### config.mk
export PLATFORM = sky130hd
export DESIGN_NAME = iohn_err
export DESIGN_NICKNAME = d
export VERILOG_FILES = /design/src/include/iohn_pkg.sv /design/src/verilog/iohn_err.sv
export VERILOG_INCLUDE_DIRS = /design/src /design/src/include
export SDC_FILE = /design/constraint.sdc
export NUM_CORES = 1
export LEC_CHECK = 0
export ABC_CLOCK_PERIOD_IN_PS = 2310
export BUFFER_PORTS_ARGS = -buffer_cell sky130_fd_sc_hd__buf_2
export CAP_MARGIN = 15
export CORE_UTILIZATION = 40
export DETAILED_ROUTE_END_ITERATION = 7
export GPL_ROUTABILITY_DRIVEN = 0
export PLACE_DENSITY = 0.77
export REMOVE_ABC_BUFFERS = 1
export SYNTH_ARGS = -nofsm -noshare
export SYNTH_HDL_FRONTEND = slang
export SYNTH_SLANG_ARGS = --single-unit
### constraint.sdc
create_clock -name CLK -period 2.31 [get_ports CLK]
set_input_delay 0.1155 -clock CLK [delete_from_list [all_inputs] [get_ports CLK]]
set_output_delay 0.1155 -clock CLK [all_outputs]
set_load 0.01 [all_outputs]
### src/include/iohn_err_map.svh
// Register offsets, field positions, reset values and codes
`ifndef IOHN_ERR_MAP_SVH
`define IOHN_ERR_MAP_SVH
`define IOHN_OFF_CFG     12'h000
`define IOHN_OFF_STATUS  12'h008
`define IOHN_OFF_ADDR    12'h010
`define IOHN_OFF_MISC_LO 12'h018
`define IOHN_OFF_MISC_HI 12'h01c
`define IOHN_OFF_CLEAR   12'h020
`define IOHN_CFG_COH_EN   0
`define IOHN_CFG_EXCL_DIS 1
`define IOHN_CFG_DS_PSN   2
`define IOHN_CFG_DFLT     3
`define IOHN_CFG_PERIPH   4
`define IOHN_CFG_RESET    5'h01
`define IOHN_ST_V  0
`define IOHN_ST_MV 1
`define IOHN_ST_UNC 2
`define IOHN_ST_DFR 3
`define IOHN_SRC_REQ   4'h0
`define IOHN_SRC_WDAT  4'h1
`define IOHN_SRC_BRESP 4'h2
`define IOHN_RE_OK    2'h0
`define IOHN_RE_EXOK  2'h1
`define IOHN_RE_DERR  2'h2
`define IOHN_RE_NDERR 2'h3
`define IOHN_AX_SLVERR 2'h2
`define IOHN_AX_DECERR 2'h3
`endif

### src/include/iohn_pkg.sv
// Types for the io home node error handler
package iohn_pkg;
  typedef enum logic [1:0] {
    IOHN_EV_REQ   = 2'h0,
    IOHN_EV_WDAT  = 2'h1,
    IOHN_EV_BRESP = 2'h2,
    IOHN_EV_RRESP = 2'h3
  } iohn_kind_e;
  typedef enum logic [2:0] {
    IOHN_RQ_NONCOH = 3'h0,
    IOHN_RQ_COH_RD = 3'h1,
    IOHN_RQ_CLN_MK = 3'h2,
    IOHN_RQ_COH_WR = 3'h3,
    IOHN_RQ_ATOMIC = 3'h4,
    IOHN_RQ_STASH  = 3'h5,
    IOHN_RQ_CFG    = 3'h6,
    IOHN_RQ_OTHER  = 3'h7
  } iohn_class_e;
endpackage

### src/verilog/iohn_err.sv
// Error classification, logging and response for the io home node
`timescale 1ns/1ps
`include "iohn_err_map.svh"

module iohn_err (
  input  wire logic                 CLK,         // Clock, 250 MHz
  input  wire logic                 RST,         // Async reset, high
  input  wire logic                 PSEL,        // APB select
  input  wire logic                 PENABLE,     // APB access phase
  input  wire logic                 PWRITE,      // APB direction
  input  wire logic [11:0]          PADDR,       // APB byte address
  input  wire logic [31:0]          PWDATA,      // APB write data
  output logic      [31:0]          PRDATA,      // APB read data
  output logic                      PREADY,      // APB ready
  output logic                      PSLVERR,     // APB error
  input  wire logic                 EVT_VALID,   // Event strobe
  input  wire iohn_pkg::iohn_kind_e EVT_KIND,    // Event kind
  input  wire iohn_pkg::iohn_class_e EVT_CLASS,  // Request class
  input  wire logic                 EVT_WRITE,   // Request is a write
  input  wire logic                 EVT_EXCL,    // Exclusive request
  input  wire logic                 EVT_CFG_BAD, // Illegal config format
  input  wire logic                 EVT_REQERR,  // Request was flagged
  input  wire logic                 EVT_CFG,     // Config write data
  input  wire logic                 EVT_PART_BE, // Partial byte enable
  input  wire logic                 EVT_CHKERR,  // Data check error
  input  wire logic                 EVT_POISON,  // Poison on data
  input  wire logic [1:0]           EVT_RESP,    // BRESP or RRESP
  input  wire logic                 EVT_EARLY,   // Early completion sent
  input  wire logic [31:0]          INF_ADDR,    // Transaction address
  input  wire logic [10:0]          INF_SRCID,   // Source id
  input  wire logic [11:0]          INF_TXNID,   // Transaction id
  input  wire logic [5:0]           INF_OPCODE,  // Opcode
  input  wire logic [2:0]           INF_SIZE,    // Size
  input  wire logic [3:0]           INF_MEMATTR, // Memory attributes
  input  wire logic [1:0]           INF_ORDER,   // Order
  input  wire logic [4:0]           INF_LPID,    // Logical processor id
  output logic                      RSP_VALID,   // Decision strobe
  output logic      [1:0]           RSP_ERR,     // Response error code
  output logic                      RSP_POISON,  // Poison toward requester
  output logic                      RSP_FWD,     // Send downstream
  output logic                      RSP_DOWNGRADE, // Send as no-snoop
  output logic                      RSP_DROP     // Drop the write
);
  import iohn_pkg::*;

  logic [4:0]  cfg_reg;
  logic [3:0]  stat_reg;
  logic [31:0] addr_reg;
  logic [63:0] misc_reg;
  logic        boot_reg;
  logic        vld_reg;
  logic [1:0]  err_reg;
  logic        psn_reg;
  logic        fwd_reg;
  logic        dgr_reg;
  logic        drop_reg;
  logic [3:0]  stat_next;

  // Bus decode
  wire apb_acc   = PSEL && PENABLE;
  wire apb_wr    = apb_acc && PWRITE;
  wire hit_cfg   = PADDR == `IOHN_OFF_CFG;
  wire hit_stat  = PADDR == `IOHN_OFF_STATUS;
  wire hit_addr  = PADDR == `IOHN_OFF_ADDR;
  wire hit_mlo   = PADDR == `IOHN_OFF_MISC_LO;
  wire hit_mhi   = PADDR == `IOHN_OFF_MISC_HI;
  wire hit_clr   = PADDR == `IOHN_OFF_CLEAR;
  wire hit_any   = hit_cfg || hit_stat || hit_addr || hit_mlo || hit_mhi
                   || hit_clr;
  wire wr_cfg    = apb_wr && hit_cfg;
  wire wr_clr    = apb_wr && hit_clr;
  wire [31:0] rd_data = hit_cfg  ? {27'h0, cfg_reg} :
                        hit_stat ? {28'h0, stat_reg} :
                        hit_addr ? addr_reg :
                        hit_mlo  ? misc_reg[31:0] :
                        hit_mhi  ? misc_reg[63:32] : 32'h0;

  assign PREADY  = 1'b1;
  assign PSLVERR = apb_acc && !hit_any;
  assign PRDATA  = (apb_acc && !PWRITE) ? rd_data : 32'h0;

  wire coh_en   = cfg_reg[`IOHN_CFG_COH_EN];
  wire excl_dis = cfg_reg[`IOHN_CFG_EXCL_DIS];
  wire ds_psn   = cfg_reg[`IOHN_CFG_DS_PSN];
  wire is_dflt  = cfg_reg[`IOHN_CFG_DFLT];
  wire is_per   = cfg_reg[`IOHN_CFG_PERIPH];

  // Request classification
  wire ev_req  = EVT_VALID && EVT_KIND == IOHN_EV_REQ;
  wire ev_wd   = EVT_VALID && EVT_KIND == IOHN_EV_WDAT;
  wire ev_br   = EVT_VALID && EVT_KIND == IOHN_EV_BRESP;
  wire ev_rr   = EVT_VALID && EVT_KIND == IOHN_EV_RRESP;
  wire c_cohrd = EVT_CLASS == IOHN_RQ_COH_RD;
  wire c_clnmk = EVT_CLASS == IOHN_RQ_CLN_MK;
  wire c_cohwr = EVT_CLASS == IOHN_RQ_COH_WR;
  wire c_atom  = EVT_CLASS == IOHN_RQ_ATOMIC;
  wire c_stash = EVT_CLASS == IOHN_RQ_STASH;
  wire c_cfg   = EVT_CLASS == IOHN_RQ_CFG;
  wire c_nonc  = EVT_CLASS == IOHN_RQ_NONCOH;
  wire coh_cls = c_cohrd || c_clnmk || c_cohwr;
  wire cfg_bad = is_dflt && c_cfg && EVT_CFG_BAD;
  wire excl_nc = is_per && EVT_EXCL && c_nonc;
  wire excl_er = excl_nc && !excl_dis;
  wire excl_ok = excl_nc && excl_dis;
  wire req_err = ev_req && ((coh_cls && coh_en)
                 || c_atom || cfg_bad
                 || excl_er);
  wire req_fwd = c_cohrd || c_cohwr
                 || (c_cfg && !EVT_WRITE)
                 || c_nonc;
  wire req_loc = c_clnmk || c_atom || c_stash
                 || (cfg_bad && EVT_WRITE) || c_cfg && EVT_WRITE;

  // Write data checks
  wire wd_chk  = ev_wd && !EVT_REQERR;
  wire wd_cfg  = wd_chk && EVT_CFG
                 && (EVT_PART_BE || EVT_CHKERR || EVT_POISON);
  wire wd_unc  = wd_chk && !EVT_CFG && EVT_POISON && !ds_psn;

  // Downstream responses
  wire br_chk  = ev_br && !EVT_REQERR;
  wire br_bad  = EVT_RESP == `IOHN_AX_SLVERR
                 || EVT_RESP == `IOHN_AX_DECERR;
  wire br_unc  = br_chk && EVT_EARLY && br_bad;
  wire br_ndat = br_chk && !EVT_EARLY
                 && EVT_RESP == `IOHN_AX_DECERR;
  wire br_derr = br_chk && !EVT_EARLY
                 && EVT_RESP == `IOHN_AX_SLVERR;
  wire rr_psn  = ev_rr && (EVT_RESP == `IOHN_AX_SLVERR
                 || EVT_POISON);
  wire rr_ndat = ev_rr && EVT_RESP == `IOHN_AX_DECERR;

  // Error kinds reported in the response field
  wire ndat_out = req_err || wd_cfg || br_ndat || rr_ndat;
  wire [1:0] err_out = ndat_out ? `IOHN_RE_NDERR :
                       br_derr  ? `IOHN_RE_DERR :
                       (ev_req && excl_ok) ? `IOHN_RE_EXOK :
                       `IOHN_RE_OK;

  // Logging triggers
  wire log_dfr = req_err || wd_cfg;
  wire log_unc = wd_unc || br_unc;
  wire log_any = log_dfr || log_unc;
  wire first   = log_any && !stat_reg[`IOHN_ST_V];
  wire [3:0] esrc = ev_req ? `IOHN_SRC_REQ :
                    ev_wd  ? `IOHN_SRC_WDAT : `IOHN_SRC_BRESP;
  // Config data errors keep only the ids, per the drop path
  wire [63:0] misc_in = wd_cfg ?
    {32'h0, 4'h0, INF_TXNID, 1'b0, INF_SRCID, esrc} :
    {6'h0, 1'b0, INF_LPID, 2'h0, INF_ORDER, 16'h0,
     1'b0, INF_SIZE, INF_MEMATTR, 2'h0, INF_OPCODE,
     1'b0, INF_SRCID, esrc};

  // Clear of valid or multiple flags loses to a same-cycle log
  always_comb
  begin
    stat_next = stat_reg;
    if (wr_clr && PWDATA[`IOHN_ST_V])
    begin
      stat_next[`IOHN_ST_V]  = 1'b0;
      stat_next[`IOHN_ST_UNC] = 1'b0;
      stat_next[`IOHN_ST_DFR] = 1'b0;
    end
    if (wr_clr && PWDATA[`IOHN_ST_MV])
      stat_next[`IOHN_ST_MV] = 1'b0;
    if (log_any)
    begin
      if (stat_reg[`IOHN_ST_V])
        stat_next[`IOHN_ST_MV] = 1'b1;
      stat_next[`IOHN_ST_V] = 1'b1;
      if (log_dfr)
        stat_next[`IOHN_ST_DFR] = 1'b1;
      if (log_unc)
        stat_next[`IOHN_ST_UNC] = 1'b1;
    end
  end

  always_ff @(posedge CLK or posedge RST)
  begin
    if (RST)
    begin
      cfg_reg  <= `IOHN_CFG_RESET;
      boot_reg <= 1'b1;
    end
    else
    begin
      // Coherent enable frozen once traffic starts
      if (wr_cfg)
        cfg_reg <= {PWDATA[4:1],
                    boot_reg ? PWDATA[0] : cfg_reg[0]};
      if (EVT_VALID)
        boot_reg <= 1'b0;
    end
  end

  always_ff @(posedge CLK or posedge RST)
  begin
    if (RST)
    begin
      stat_reg <= 4'h0;
      addr_reg <= 32'h0;
      misc_reg <= 64'h0;
    end
    else
    begin
      stat_reg <= stat_next;
      if (first)
      begin
        addr_reg <= INF_ADDR;
        misc_reg <= misc_in;
      end
    end
  end

  always_ff @(posedge CLK or posedge RST)
  begin
    if (RST)
    begin
      vld_reg  <= 1'b0;
      err_reg  <= `IOHN_RE_OK;
      psn_reg  <= 1'b0;
      fwd_reg  <= 1'b0;
      dgr_reg  <= 1'b0;
      drop_reg <= 1'b0;
    end
    else
    begin
      vld_reg  <= EVT_VALID;
      err_reg  <= EVT_VALID ? err_out : `IOHN_RE_OK;
      psn_reg  <= rr_psn;
      fwd_reg  <= ev_req && req_fwd && !req_loc;
      dgr_reg  <= ev_req && (c_cohrd || c_cohwr
                  || (cfg_bad && !EVT_WRITE));
      drop_reg <= wd_cfg;
    end
  end

  assign RSP_VALID     = vld_reg;
  assign RSP_ERR       = err_reg;
  assign RSP_POISON    = psn_reg;
  assign RSP_FWD       = fwd_reg;
  assign RSP_DOWNGRADE = dgr_reg;
  assign RSP_DROP      = drop_reg;

  // Checks
  property p_atomic_ndat;
    @(posedge CLK) disable iff (RST)
    ev_req && c_atom |=> RSP_ERR == `IOHN_RE_NDERR && !RSP_FWD;
  endproperty
  a_atomic_ndat: assert property (p_atomic_ndat)
    else $error("atomic without non-data error");

  property p_coh_off;
    @(posedge CLK) disable iff (RST)
    ev_req && coh_cls && !coh_en |=> RSP_ERR == `IOHN_RE_OK;
  endproperty
  a_coh_off: assert property (p_coh_off)
    else $error("coherent error while disabled");

  property p_coh_fwd;
    @(posedge CLK) disable iff (RST)
    ev_req && c_cohrd && coh_en |=> RSP_FWD && RSP_DOWNGRADE
      && RSP_ERR == `IOHN_RE_NDERR;
  endproperty
  a_coh_fwd: assert property (p_coh_fwd)
    else $error("coherent read not downgraded");

  property p_stash;
    @(posedge CLK) disable iff (RST)
    ev_req && c_stash |=> RSP_ERR == `IOHN_RE_OK && !RSP_FWD
      && $stable(stat_reg);
  endproperty
  a_stash: assert property (p_stash)
    else $error("stash flagged or forwarded");

  property p_excl_pass;
    @(posedge CLK) disable iff (RST)
    ev_req && excl_ok |=> RSP_ERR == `IOHN_RE_EXOK && $stable(stat_reg);
  endproperty
  a_excl_pass: assert property (p_excl_pass)
    else $error("exclusive pass missing");

  property p_log_dfr;
    @(posedge CLK) disable iff (RST)
    req_err && !stat_reg[`IOHN_ST_V] |=> stat_reg[`IOHN_ST_V]
      && stat_reg[`IOHN_ST_DFR] && addr_reg == $past(INF_ADDR);
  endproperty
  a_log_dfr: assert property (p_log_dfr)
    else $error("request error not logged");

  property p_wd_skip;
    @(posedge CLK) disable iff (RST)
    ev_wd && EVT_REQERR && !wr_clr |=> $stable(stat_reg) && !RSP_DROP;
  endproperty
  a_wd_skip: assert property (p_wd_skip)
    else $error("flagged request data checked");

  property p_cfg_drop;
    @(posedge CLK) disable iff (RST)
    wd_cfg |=> RSP_DROP && RSP_ERR == `IOHN_RE_NDERR
      && stat_reg[`IOHN_ST_DFR];
  endproperty
  a_cfg_drop: assert property (p_cfg_drop)
    else $error("bad config write not dropped");

  property p_br_early;
    @(posedge CLK) disable iff (RST)
    br_unc |=> stat_reg[`IOHN_ST_UNC] && RSP_ERR == `IOHN_RE_OK;
  endproperty
  a_br_early: assert property (p_br_early)
    else $error("early write error not uncorrected");

  property p_br_slv;
    @(posedge CLK) disable iff (RST)
    br_derr |=> RSP_ERR == `IOHN_RE_DERR;
  endproperty
  a_br_slv: assert property (p_br_slv)
    else $error("slave error not data error");

  property p_rr;
    @(posedge CLK) disable iff (RST)
    ev_rr |=> RSP_POISON == ($past(EVT_RESP) == `IOHN_AX_SLVERR
      || $past(EVT_POISON))
      && (RSP_ERR == `IOHN_RE_NDERR)
      == ($past(EVT_RESP) == `IOHN_AX_DECERR);
  endproperty
  a_rr: assert property (p_rr)
    else $error("read response mistranslated");

  property p_clear;
    @(posedge CLK) disable iff (RST)
    wr_clr && PWDATA[`IOHN_ST_V] && !log_any |=> !stat_reg[`IOHN_ST_V];
  endproperty
  a_clear: assert property (p_clear)
    else $error("clear did not drop valid");

  c_multi: cover property (@(posedge CLK) disable iff (RST)
    stat_reg[`IOHN_ST_MV]);
  c_unc: cover property (@(posedge CLK) disable iff (RST) br_unc);
  c_drop: cover property (@(posedge CLK) disable iff (RST) wd_cfg);
  c_clr_log: cover property (@(posedge CLK) disable iff (RST)
    wr_clr && log_any);
endmodule

# Yosys cells after proc, flatten, opt, wreduce, memory -nomap -nowiden
# Index checks and enable logic that the tools add are counted.
# W data, S select, Z words.
# classes
n_mux	20
div	0
reduce_logical	85
n_bitwise	0
n_eq_ne	16
add_sub_neg	0
multipliers	0
n_shift	0
order_cmp	0
# ops
op	count
$mux W32	6
$mux W57	1
$logic_and A1 B1 Y1	43
$eq A12 B5 Y1 const B	3
$logic_or A1 B1 Y1	27
$eq A12 B4 Y1 const B	1
$eq A12 B6 Y1 const B	1
$logic_not A12 Y1	1
$mux W2	6
$logic_not A1 Y1	10
$eq A3 B3 Y1 const B	3
$eq A2 B2 Y1 const B	4
$eq A3 B2 Y1 const B	2
$mux W1	6
$mux W4	1
$eq A3 B1 Y1 const B	1
$logic_not A3 Y1	1
$eq A2 B1 Y1 const B	1
$logic_not A2 Y1	1
$reduce_and A2 Y1	1
$reduce_bool A2 Y1	1
# totals
ramBits	0
latch_bits	0
out_inout_bits	41
romBits	0
register_bits	113
mem_count	0

# Depth between registers and ports, before layout
# Gate-level depths: netlist of run 1.
# depth
depth_word	13
ltp_mapped	8

# Least setup slack after synthesis of run 1
# OpenSTA, ideal clock, no wires.
# synth_path
path_kind	register to register
startpoint	register cfg_reg[0]
endpoint	register addr_reg[23]
path_slack_ns	0.510
stages_incl_launch_ff	8
synth_period_minus_slack_ns	1.800
setup_time_ns	0.125
t_arrival_ns	1.675
path_buffers	2
cell_sequence	dfstp_2 > nand2b_1 > o32ai_1 > o21ai_1 > a21oi_4 > buf_6 > buf_8 > mux2_4
# synth_via
elab_chain_len	8
# synth_rtl
element	line	text
from (decl)	iohn_err.sv:46	logic [4:0] cfg_reg;
from (signal assigned)	iohn_err.sv:182	cfg_reg <= `IOHN_CFG_RESET;
from (signal assigned)	iohn_err.sv:189	cfg_reg <= {PWDATA[4:1],
$logic_and A1 B1 Y1	iohn_err.sv:105	wire req_err = ev_req && ((coh_cls && coh_en)
$logic_or A1 B1 Y1 (2 in a row)	iohn_err.sv:106	|| c_atom || cfg_bad
$logic_or A1 B1 Y1	iohn_err.sv:107	|| excl_er);
$logic_and A1 B1 Y1	iohn_err.sv:105	
$logic_or A1 B1 Y1	iohn_err.sv:141	wire log_dfr = req_err || wd_cfg;
$logic_or A1 B1 Y1	iohn_err.sv:143	wire log_any = log_dfr || log_unc;
$logic_and A1 B1 Y1	iohn_err.sv:144	wire first = log_any && !stat_reg[`IOHN_ST_V];
to (signal assigned)	iohn_err.sv:201	addr_reg <= 32'h0;
to (signal assigned)	iohn_err.sv:209	addr_reg <= INF_ADDR;
to (decl)	iohn_err.sv:48	logic [31:0] addr_reg;
# Every way passes these cells.
# A chain may end at the register's enable or synchronous reset.

# Worst setup path after layout of run 1
# layout_path
startpoint	input port EVT_KIND[1]
endpoint	register misc_reg[20]
# layout_via
elab_chain_len	9
elab_cells_between_ends	21
cone_classes	2 x eq/ne; 1 x mux; 18 x reduce/logical
# layout_rtl
element	line	text
from (decl)	iohn_err.sv:17	input wire iohn_pkg::iohn_kind_e EVT_KIND,
$eq A2 B1 Y1	iohn_err.sv:90	wire ev_wd = EVT_VALID && EVT_KIND == IOHN_EV_WDAT;
$logic_and A1 B1 Y1	iohn_err.sv:90	
$logic_and A1 B1 Y1	iohn_err.sv:115	wire wd_chk = ev_wd && !EVT_REQERR;
$logic_and A1 B1 Y1 (3 in a row)	iohn_err.sv:118	wire wd_unc = wd_chk && !EVT_CFG && EVT_POISON && !ds_psn;
$logic_or A1 B1 Y1	iohn_err.sv:142	wire log_unc = wd_unc || br_unc;
$logic_or A1 B1 Y1	iohn_err.sv:143	
$logic_and A1 B1 Y1	iohn_err.sv:144	
to (signal assigned)	iohn_err.sv:210	misc_reg <= misc_in;
to (decl)	iohn_err.sv:49	logic [63:0] misc_reg;
# Parallel ways exist; a longest one is shown, timed or not.

==> metrics, run 1 <==
status finished, final reports clean; drt drc 0; data arrival time of the worst path 2.38 ns; Final WS setup 0.1781 ns; Netlist cell types 61; Most Crowded Layer GR met2; root buffer cell clkbuf_8; sw frac 0.2555; cell type with the largest total area after synthesis dfrtp_1; initial core utilization 0.4105; Synth top cells by count dfrtp_1 (82), mux2_2 (50), nor2_1 (38); P_int 3.210 mW; final number of max-transition violations 0; syn_area_per_cell 11.90 µm²; share of the synthesized area in the top cell type 0.4611; wire length per cell 15.79 µm; dpl hpwl 7727 µm; Hold-fix buffers, CTS 61; pin count of the biggest net entering global routing 50; GR Overflow Total 0; Post-Synthesis Cell Area 4451 µm²; final worst path period need 2.132 ns; VDD IR max 0.0004925 V; nets@finish 731; DR pass1 iterations 4; Post-DRT Antenna Nets 0; I/O Pins 182; Crit Path Category input pin to flop; Max Cap Viol 0; CTS Buffer Depth 2; PortBufs 153; Comb power frac 0.200; Period Utilization, post-route 0.9229; Setup violations, final 0; gr usage total 0.2118; Post-synth ARST share 1.000; CTS Sinks 84; global-route wire length before repair 18820 µm; Fin. Hold Viols 0; post-CTS setup buffer count 0; CTS buffer count 9; Placement Setup Slack 0.2936 ns; Fill cells 928; grt met1 use 0.2610; CP cell instances dlygate4sd3_1, buf_2, and4bb_1, o31a_2, nand2_2, mux2_2, mux2_2; routed wire length 11620 µm; PD cells 698.7 nW/µm²; CP startpoint kind input pin; WP data required 2.56 ns; slowest CP cell dlygate4sd3_1; P_sw 1.102 mW; share of cells above drive strength 1 0.4689; register area share after synthesis 0.4729; worst skew pair latency 0.37 ns; Clock Power Share 0.304; Chip Height 107.5 µm; crit-path most repeated cell mux2_2; synthesized instance count 374; Avg Vias per Cell 5.057; max reg flops 35; initial antenna violation count 1; worst slew pin tran 0.5804 ns; drt initial violations 202; top-count cell post-synth dfrtp_1; register bit total from synthesis 84; Worst slew margin 0.6117; Layout area overhead 38.63%; H-Tree Depth 3; Resized cells post-CTS 0; Post-synth EDFFs 0; clk_skew 0.009764 ns; Critical Path Fanout Max 22; GRT met3 Usage 0.04056; fmax 0.4691 GHz; Overall Power 4.311 mW; CP peak stage delay 0.53 ns; RSZ-0062 raised after global routing no; Synthesis Warnings 0; Hold Path Class input pin to flop; flop-to-flop setup slack 0.26 ns; die width 107.5 µm; row cnt 38; sequential fraction of design power 0.497; core area 10840 µm²; GR Layer Usage met2 0.3562; Static Leak 2.986 nW; die footprint 11550 µm²; Synth area leaders dfrtp_1 (46%), mux2_2 (13%), mux2_4 (6.7%); number of global-route vias before repair 3912; main flop type after synthesis dfrtp_1; Clk pin slew, worst setup/hold paths 0.08 ns; Via Count 3722; CTS tree yes; CP Capture Type flop
-- critical path, delay by kind of cell --
kind | cells | cell delay, ns
buf+inv | 2 | 0.67
compound gates | 1 | 0.22
simple gates | 2 | 0.68
mux | 2 | 0.67
-- cell type report --
cell class	instances	area, µm²	share of cell area
antenna	1	2.502	0.0004056
inverter	16	61.31	0.009937
tap	140	175.2	0.02839
multi-input combinational	253	2098	0.3401
sequential	84	2105	0.3411
clock inverter	6	111.4	0.01805
clock buffer	10	137.6	0.02231
timing repair buffer	226	1479	0.2397
-- power by group through the flow --
stage,logic (mW),registers [mW],clock network [mW]
detailed placement,0.781,2.16,0
floorplan,0.566,2.09,0
global placement,0.738,2.13,0
CTS,0.863,2.14,1.34
finish,0.861,2.14,1.31
global route,0.950,2.19,1.39
-- cell families after synthesis --
family | count (synthesis) | share of synthesized area
multiplexers | 95 | 0.2505
other | 1 | 0.0008426
buffers and inverters | 37 | 0.05566
flip-flops | 84 | 0.4729
AO/OA/AOI/OAI | 52 | 0.08603
AND/OR/NAND/NOR | 105 | 0.1341
-- layout by cell type, fill, tap and decap left out, drive strengths merged, types with 15 or more instances in the layout --
| master | Yosys | routed |
|---|---|---|
| buf | 20 | 165 |
| nand2 | 21 | 21 |
| nor2 | 47 | 47 |
| mux2 | 71 | 71 |
| a21oi | 15 | 15 |
| dlygate4sd3 | 0 | 61 |
| dfrtp | 82 | 82 |
| inv | 16 | 15 |
| a22oi | 18 | 18 |
| mux2i | 24 | 24 |
-- worst paths after layout --
| kind | startpoint | endpoint | cells past startpoint |
|---|---|---|---|
| min in group asynchronous | RST | RSP_DROP$_DFF_PP0_ | 3 |
| max in group asynchronous | RST | addr_reg[20]$_DFFE_PP0P_ | 4 |
| min | EVT_RESP[1] | RSP_POISON$_DFF_PP0_ | 3 |
| max reg2reg | cfg_reg[3]$_DFFE_PP0P_ | addr_reg[10]$_DFFE_PP0P_ | 6 |
| min reg2reg | boot_reg$_DFFE_PP1P_ | boot_reg$_DFFE_PP1P_ | 1 |
| max | EVT_KIND[1] | misc_reg[20]$_DFFE_PP0P_ | 7 |
-- per-stage QoR --
step | TNS, ns | hold slack, ns | utilization | cell area, µm² | std cells
3_3_place_gp | 0 | -0.03535 | 0.4896 | 5308 | 658
2_1_floorplan | -34.73 | 0.1469 | - | 4263 | 353
3_5_place_dp | 0 | -0.03590 | 0.4896 | 5308 | 658
6_report | 0 | 0.05458 | 0.5691 | 6170 | 736
4_1_cts | 0 | 0.03011 | 0.5689 | 6167 | 735
5_1_grt | 0 | 0.06932 | 0.5691 | 6170 | 736
-- metal layers --
metal  share of wire  vias to the layer above
met5               0                        -
met4           0.026                        0
met3           0.053                       29
met2            0.50                      134
met1            0.43                     1806
li1                -                     1753
Power figures use the tool's default switching activity.
==> run 2, diff against run 1 <==
HOLD_SLACK_MARGIN = 0.15   (was default)
==> metrics, run 2 (synthesis gave the netlist of run 1 again) <==
status finished, final reports clean; WP data required 2.55 ns (about the same); clk_skew 0.01363 ns (+0.003861 ns); wire length per cell 15.64 µm (-0.96%); post-CTS setup buffer count 0 (unchanged); sw frac 0.2549 (-0.0006492); CTS tree yes; Setup violations, final 0 (unchanged); CP top delay family buffers and inverters; fmax 0.4608 GHz (-1.8%); Comb power frac 0.207 (+0.007); number of global-route vias before repair 4017 (+2.7%); CTS Buffer Depth 2 (unchanged); die width 107.5 µm (unchanged); Chip Height 107.5 µm (unchanged); most frequent cells in the layout buf_2 (153), dlygate4sd3_1 (92), dfrtp_1 (82), mux2_2 (50), nor2_1 (38); Most Crowded Layer GR met2; CP cell instances dlygate4sd3_1, buf_2, and4bb_1, o31a_2, nand2_2, mux2_2, mux2_2; dpl hpwl 7727 µm (unchanged); worst slew pin tran 0.5946 ns (+0.01419 ns); CTS Sinks 84 (unchanged); gr usage total 0.2151 (+0.003269); Clock Power Share 0.301 (-0.003); PortBufs 153 (unchanged); CTS buffer count 9 (unchanged); Buf+Inv Stages, Crit Path 2 (unchanged); GR Layer Usage met2 0.3690 (+0.01282); Max Cap Viol 0 (unchanged); data arrival time of the worst path 2.42 ns (+0.04 ns); Placement Setup Slack 0.2936 ns (unchanged); worst skew pair latency 0.37 ns (about the same); VDD IR max 0.0004962 V (+0.76%); Fill cells 885 (-4.6%); GRT met3 Usage 0.04358 (+0.003027); final number of max-transition violations 0 (unchanged); initial core utilization 0.4105 (unchanged); DR pass1 iterations 4 (unchanged); I/O Pins 182 (unchanged); drt initial violations 218 (+7.9%); slowest CP cell dlygate4sd3_1; CP peak stage delay 0.52 ns (about the same); Crit Path Category input pin to flop; H-Tree Depth 3 (unchanged); routed wire length 11980 µm (+3.1%); P_int 3.242 mW (+1.0%); grt met1 use 0.2586 (-0.002326); Worst slew margin 0.6022 (-0.009496); row cnt 38 (unchanged); Resized cells post-CTS 0 (unchanged); Fin. Hold Viols 0 (unchanged); Period Utilization, post-route 0.9395 (+0.01658); crit-path most repeated cell mux2_2; Post-DRT Antenna Nets 0 (unchanged); Static Leak 3.117 nW (+4.4%); Final WS setup 0.1398 ns (-0.03830 ns); die footprint 11550 µm² (unchanged); critical path startpoint EVT_KIND[0]; worst hold start EVT_EARLY; Via Count 3815 (+2.5%); commonest non-fill, non-tap cell in the layout buf_2; Hold Path Class input pin to flop; n_diodes 0 (-1); Layout area overhead 45.54%; Critical Path Fanout Max 22 (unchanged); final worst path period need 2.170 ns (+0.03830 ns); CP startpoint kind input pin; Hold-fix buffers, CTS 92 (+51%); Avg Vias per Cell 4.980 (-1.5%); fin util 0.5975 (+0.02839); pin count of the biggest net entering global routing 50 (unchanged); GR Overflow Total 0 (unchanged); max reg flops 35 (unchanged); RSZ-0062 raised after global routing no; global-route wire length before repair 19150 µm (+1.8%); P_sw 1.109 mW (+0.68%); core area 10840 µm² (unchanged); worst hold slack 0.1981 ns (+0.1435 ns); root buffer cell clkbuf_8; Clk pin slew, worst setup/hold paths 0.08 ns (about the same); sequential fraction of design power 0.492 (-0.005); drt drc 0 (unchanged); CP Capture Type flop; initial antenna violation count 0 (-1); share of cells above drive strength 1 0.4457 (-0.02322); PD cells 671.8 nW/µm² (-3.9%); worst flop-to-flop path startpoint cfg_reg[3]$_DFFE_PP0P_; nets@finish 762 (+4.2%)
==> run 2: cell count changes in the layout (fill, tap and decap cells not counted), sizes merged <==
cell / delta
diode: -1
dlygate4sd3: +31
==> run 2: power by group through the flow <==
stage	sequential, mW	combinational [mW]	clock [mW]
floorplan	2.09	0.566	0
global placement	2.13	0.738	0
detailed placement	2.16	0.781	0
CTS	2.14	0.902	1.34
global route	2.20	0.992	1.39
finish	2.14	0.900	1.31
==> run 2: per-stage QoR <==
step | std cells | power [mW] | TNS (ns) | cell area [µm²]
after floorplan | 353 | 2.655 | -34.73 | 4263
after global placement | 658 | 2.870 | 0 | 5308
after detailed placement | 658 | 2.945 | 0 | 5308
after CTS | 766 | 4.383 | 0 | 6477
after global routing | 766 | 4.576 | 0 | 6477
final | 766 | 4.351 | 0 | 6477
==> run 2: cell type report <==
class                   instances  area (µm²)  share of cell area
well taps                     140       175.2             0.02704
multi-input cells             253        2098              0.3239
inverters                      16       61.31            0.009465
clock inverters                 6       111.4             0.01719
clock buffers                  10       137.6             0.02125
repair buffers                257        1789              0.2762
flip-flops and latches         84        2105              0.3249
==> run 2: worst register-to-register path, delay by kind of cell, from the launching register on <==
family | cells | cell delay (ns)
flops | 1 | 0.40
compound gates | 4 | 0.79
buf+inv | 1 | 0.30
mux | 1 | 0.43
==> run 2: worst paths after layout <==
check / endpoint / slack (ns) / cells past startpoint
worst min-delay path: RSP_ERR[0]$_DFF_PP0_ / 0.20 / 4
worst max-delay path: misc_reg[20]$_DFFE_PP0P_ / 0.14 / 7
worst min register to register: boot_reg$_DFFE_PP1P_ / 0.50 / 1
max in group asynchronous: addr_reg[24]$_DFFE_PP0P_ / 0.88 / 5
worst max register to register: addr_reg[10]$_DFFE_PP0P_ / 0.28 / 6
min in group asynchronous: RSP_DROP$_DFF_PP0_ / 0.70 / 4
==> run 2: layer usage <==
metal	up-vias	routed length [µm]
met3	25	611
met5	-	0
met2	121	5999
met1	1857	5093
li1	1812	-
met4	0	277
==> run 3, diff against run 2 <==
ABC_CLOCK_PERIOD_IN_PS = 2400   (was 2310)
PLACE_DENSITY = 0.74   (was 0.77)
clock period = 2.4 ns   (was 2.31 ns; I/O delays follow)
==> metrics, run 3 (synthesis gave the netlist of run 1 again) <==
routed wire length 12410 µm (+3.6%); most frequent cells in the layout buf_2 (153), dlygate4sd3_1 (91), dfrtp_1 (82), mux2_2 (50), nor2_1 (38); CTS Sinks 84 (unchanged); number of global-route vias before repair 4206 (+4.7%); Period Utilization, post-route 0.9514; register area 2105 µm² (unchanged); Crit Path Category input pin to flop; Clk pin slew, worst setup/hold paths 0.08 ns (about the same); post-CTS setup buffer count 0 (unchanged); Critical Path Fanout Max 21 (-4.5%); final worst path period need 2.283 ns; Setup violations, final 0 (unchanged); clk_skew 0.004792 ns (-0.008834 ns); initial antenna violation count 0 (unchanged); Layout area overhead 43.94%; Fill cells 908 (+2.6%); initial core utilization 0.4105 (unchanged); drt initial violations 274 (+26%); worst skew pair latency 0.37 ns (about the same); row cnt 38 (unchanged); die footprint 11550 µm² (unchanged); n_diodes 0 (unchanged); core area 10840 µm² (unchanged); WP data required 2.65 ns (+0.10 ns); Hold Path Class input pin to flop; dpl hpwl 7738 µm (+0.14%); Chip Height 107.5 µm (unchanged); PD cells 608.6 nW/µm² (-9.4%); fin area 6406 µm² (-1.1%); H-Tree Depth 3 (unchanged); area post-placement 5308 µm² (unchanged); PortBufs 153 (unchanged); Placement Setup Slack 0.2993 ns (+0.005727 ns); CP startpoint kind input pin; Post-DRT Antenna Nets 0 (unchanged); pin count of the biggest net entering global routing 56 (+12%); data arrival time of the worst path 2.54 ns (+0.12 ns); Final WS setup 0.1166 ns (-0.02319 ns); commonest non-fill, non-tap cell in the layout buf_2; worst slew pin tran 0.5630 ns (-0.03157 ns); global-route wire length before repair 20130 µm (+5.1%); DR pass1 iterations 4 (unchanged); Via Count 3852 (+0.97%); nets@finish 756 (-0.79%); RSZ-0062 raised after global routing no; Max Cap Viol 0 (unchanged); final number of max-transition violations 0 (unchanged); Resized cells post-CTS 0 (unchanged); CTS Buffer Depth 2 (unchanged); Worst slew margin 0.6233 (+0.02112); Fin. Hold Viols 0 (unchanged); share of cells above drive strength 1 0.4419 (-0.003751); drt drc 0 (unchanged); VDD IR max 0.0004684 V (-5.6%); Avg Vias per Cell 5.068 (+1.8%); die width 107.5 µm (unchanged); max reg flops 35 (unchanged); wire length per cell 16.33 µm (+4.4%); GR Overflow Total 0 (unchanged); fmax 0.4379 GHz; CTS tree yes; root buffer cell clkbuf_8; CTS buffer count 9 (unchanged); status finished, final reports clean; CP Capture Type flop; Static Leak 3.083 nW (-1.1%); I/O Pins 182 (unchanged); gr usage total 0.2283 (+0.01319); area of the multi-input gates 2098 µm² (unchanged)
==> run 3: layout make-up <==
| class | instances | share of cell area |
|---|---|---|
| Clock buffer | 12 | 0.02578 |
| Clock inverter | 4 | 0.003516 |
| Inverter | 16 | 0.009570 |
| Multi-Input combinational cell | 253 | 0.3275 |
| Sequential cell | 84 | 0.3285 |
| Tap cell | 140 | 0.02734 |
| Timing Repair Buffer | 251 | 0.2777 |
==> run 3: what timing repair did <==
action | CTS | global route
hold endpoints to repair | 107 | 0
endpoints found under the setup margin | 0 | 0
hold buffers | 91 | 0
==> run 3: final timing paths <==
path / cells past startpoint / slack, ns / startpoint / end
min in group asynchronous: 3 / 0.33 / RST / addr_reg[26]$_DFFE_PP0P_
hold reg to reg: 1 / 0.49 / stat_reg[3]$_DFF_PP0_ / stat_reg[3]$_DFF_PP0_
setup / recovery: 7 / 0.12 / EVT_KIND[0] / RSP_ERR[0]$_DFF_PP0_
hold / removal: 3 / 0.18 / INF_TXNID[6] / misc_reg[22]$_DFFE_PP0P_
setup reg to reg: 6 / 0.27 / cfg_reg[3]$_DFFE_PP0P_ / addr_reg[17]$_DFFE_PP0P_
max in group asynchronous: 4 / 1.36 / RST / cfg_reg[0]$_DFFE_PP1P_
==> run 3: report_power, final <==
part,internal (mW),switching (mW),total [mW]
clock,0.455,0.514,0.969
combinational,0.574,0.298,0.872
sequential,1.83,0.230,2.06
total,2.86,1.04,3.90
==> run 3: critical path: stages <==
cell	delay (ns)
dlygate4sd3_1	0.53
buf_2	0.18
and4bb_1	0.24
o31a_2	0.16
nand2_2	0.44
o311ai_0	0.25
dlygate4sd3_1	0.62
==> run 3: through the flow <==
stage               hold WS [ns]  TNS (ns)  total power [mW]  cells    util
detailed placement        0.1859         0             2.841    653  0.4896
floorplan                 0.1514    -28.70             2.555    353       -
global placement          0.1702         0             2.766    653  0.4896
global route              0.1648         0             4.136    760  0.5910
finish                    0.1841         0             3.899    760  0.5910
CTS                       0.1585         0             3.938    760  0.5910
==> run 3: routing by layer <==
layer | track usage | routed length [µm] | part of all wire | vias up
li1 | - | - | - | 1803
met1 | 0.2552 | 4948 | 0.40 | 1896
met2 | 0.4112 | 6564 | 0.53 | 135
met3 | 0.07627 | 727 | 0.059 | 18
met4 | 0.06262 | 168 | 0.014 | 0
met5 | 0 | 0 | 0 | -
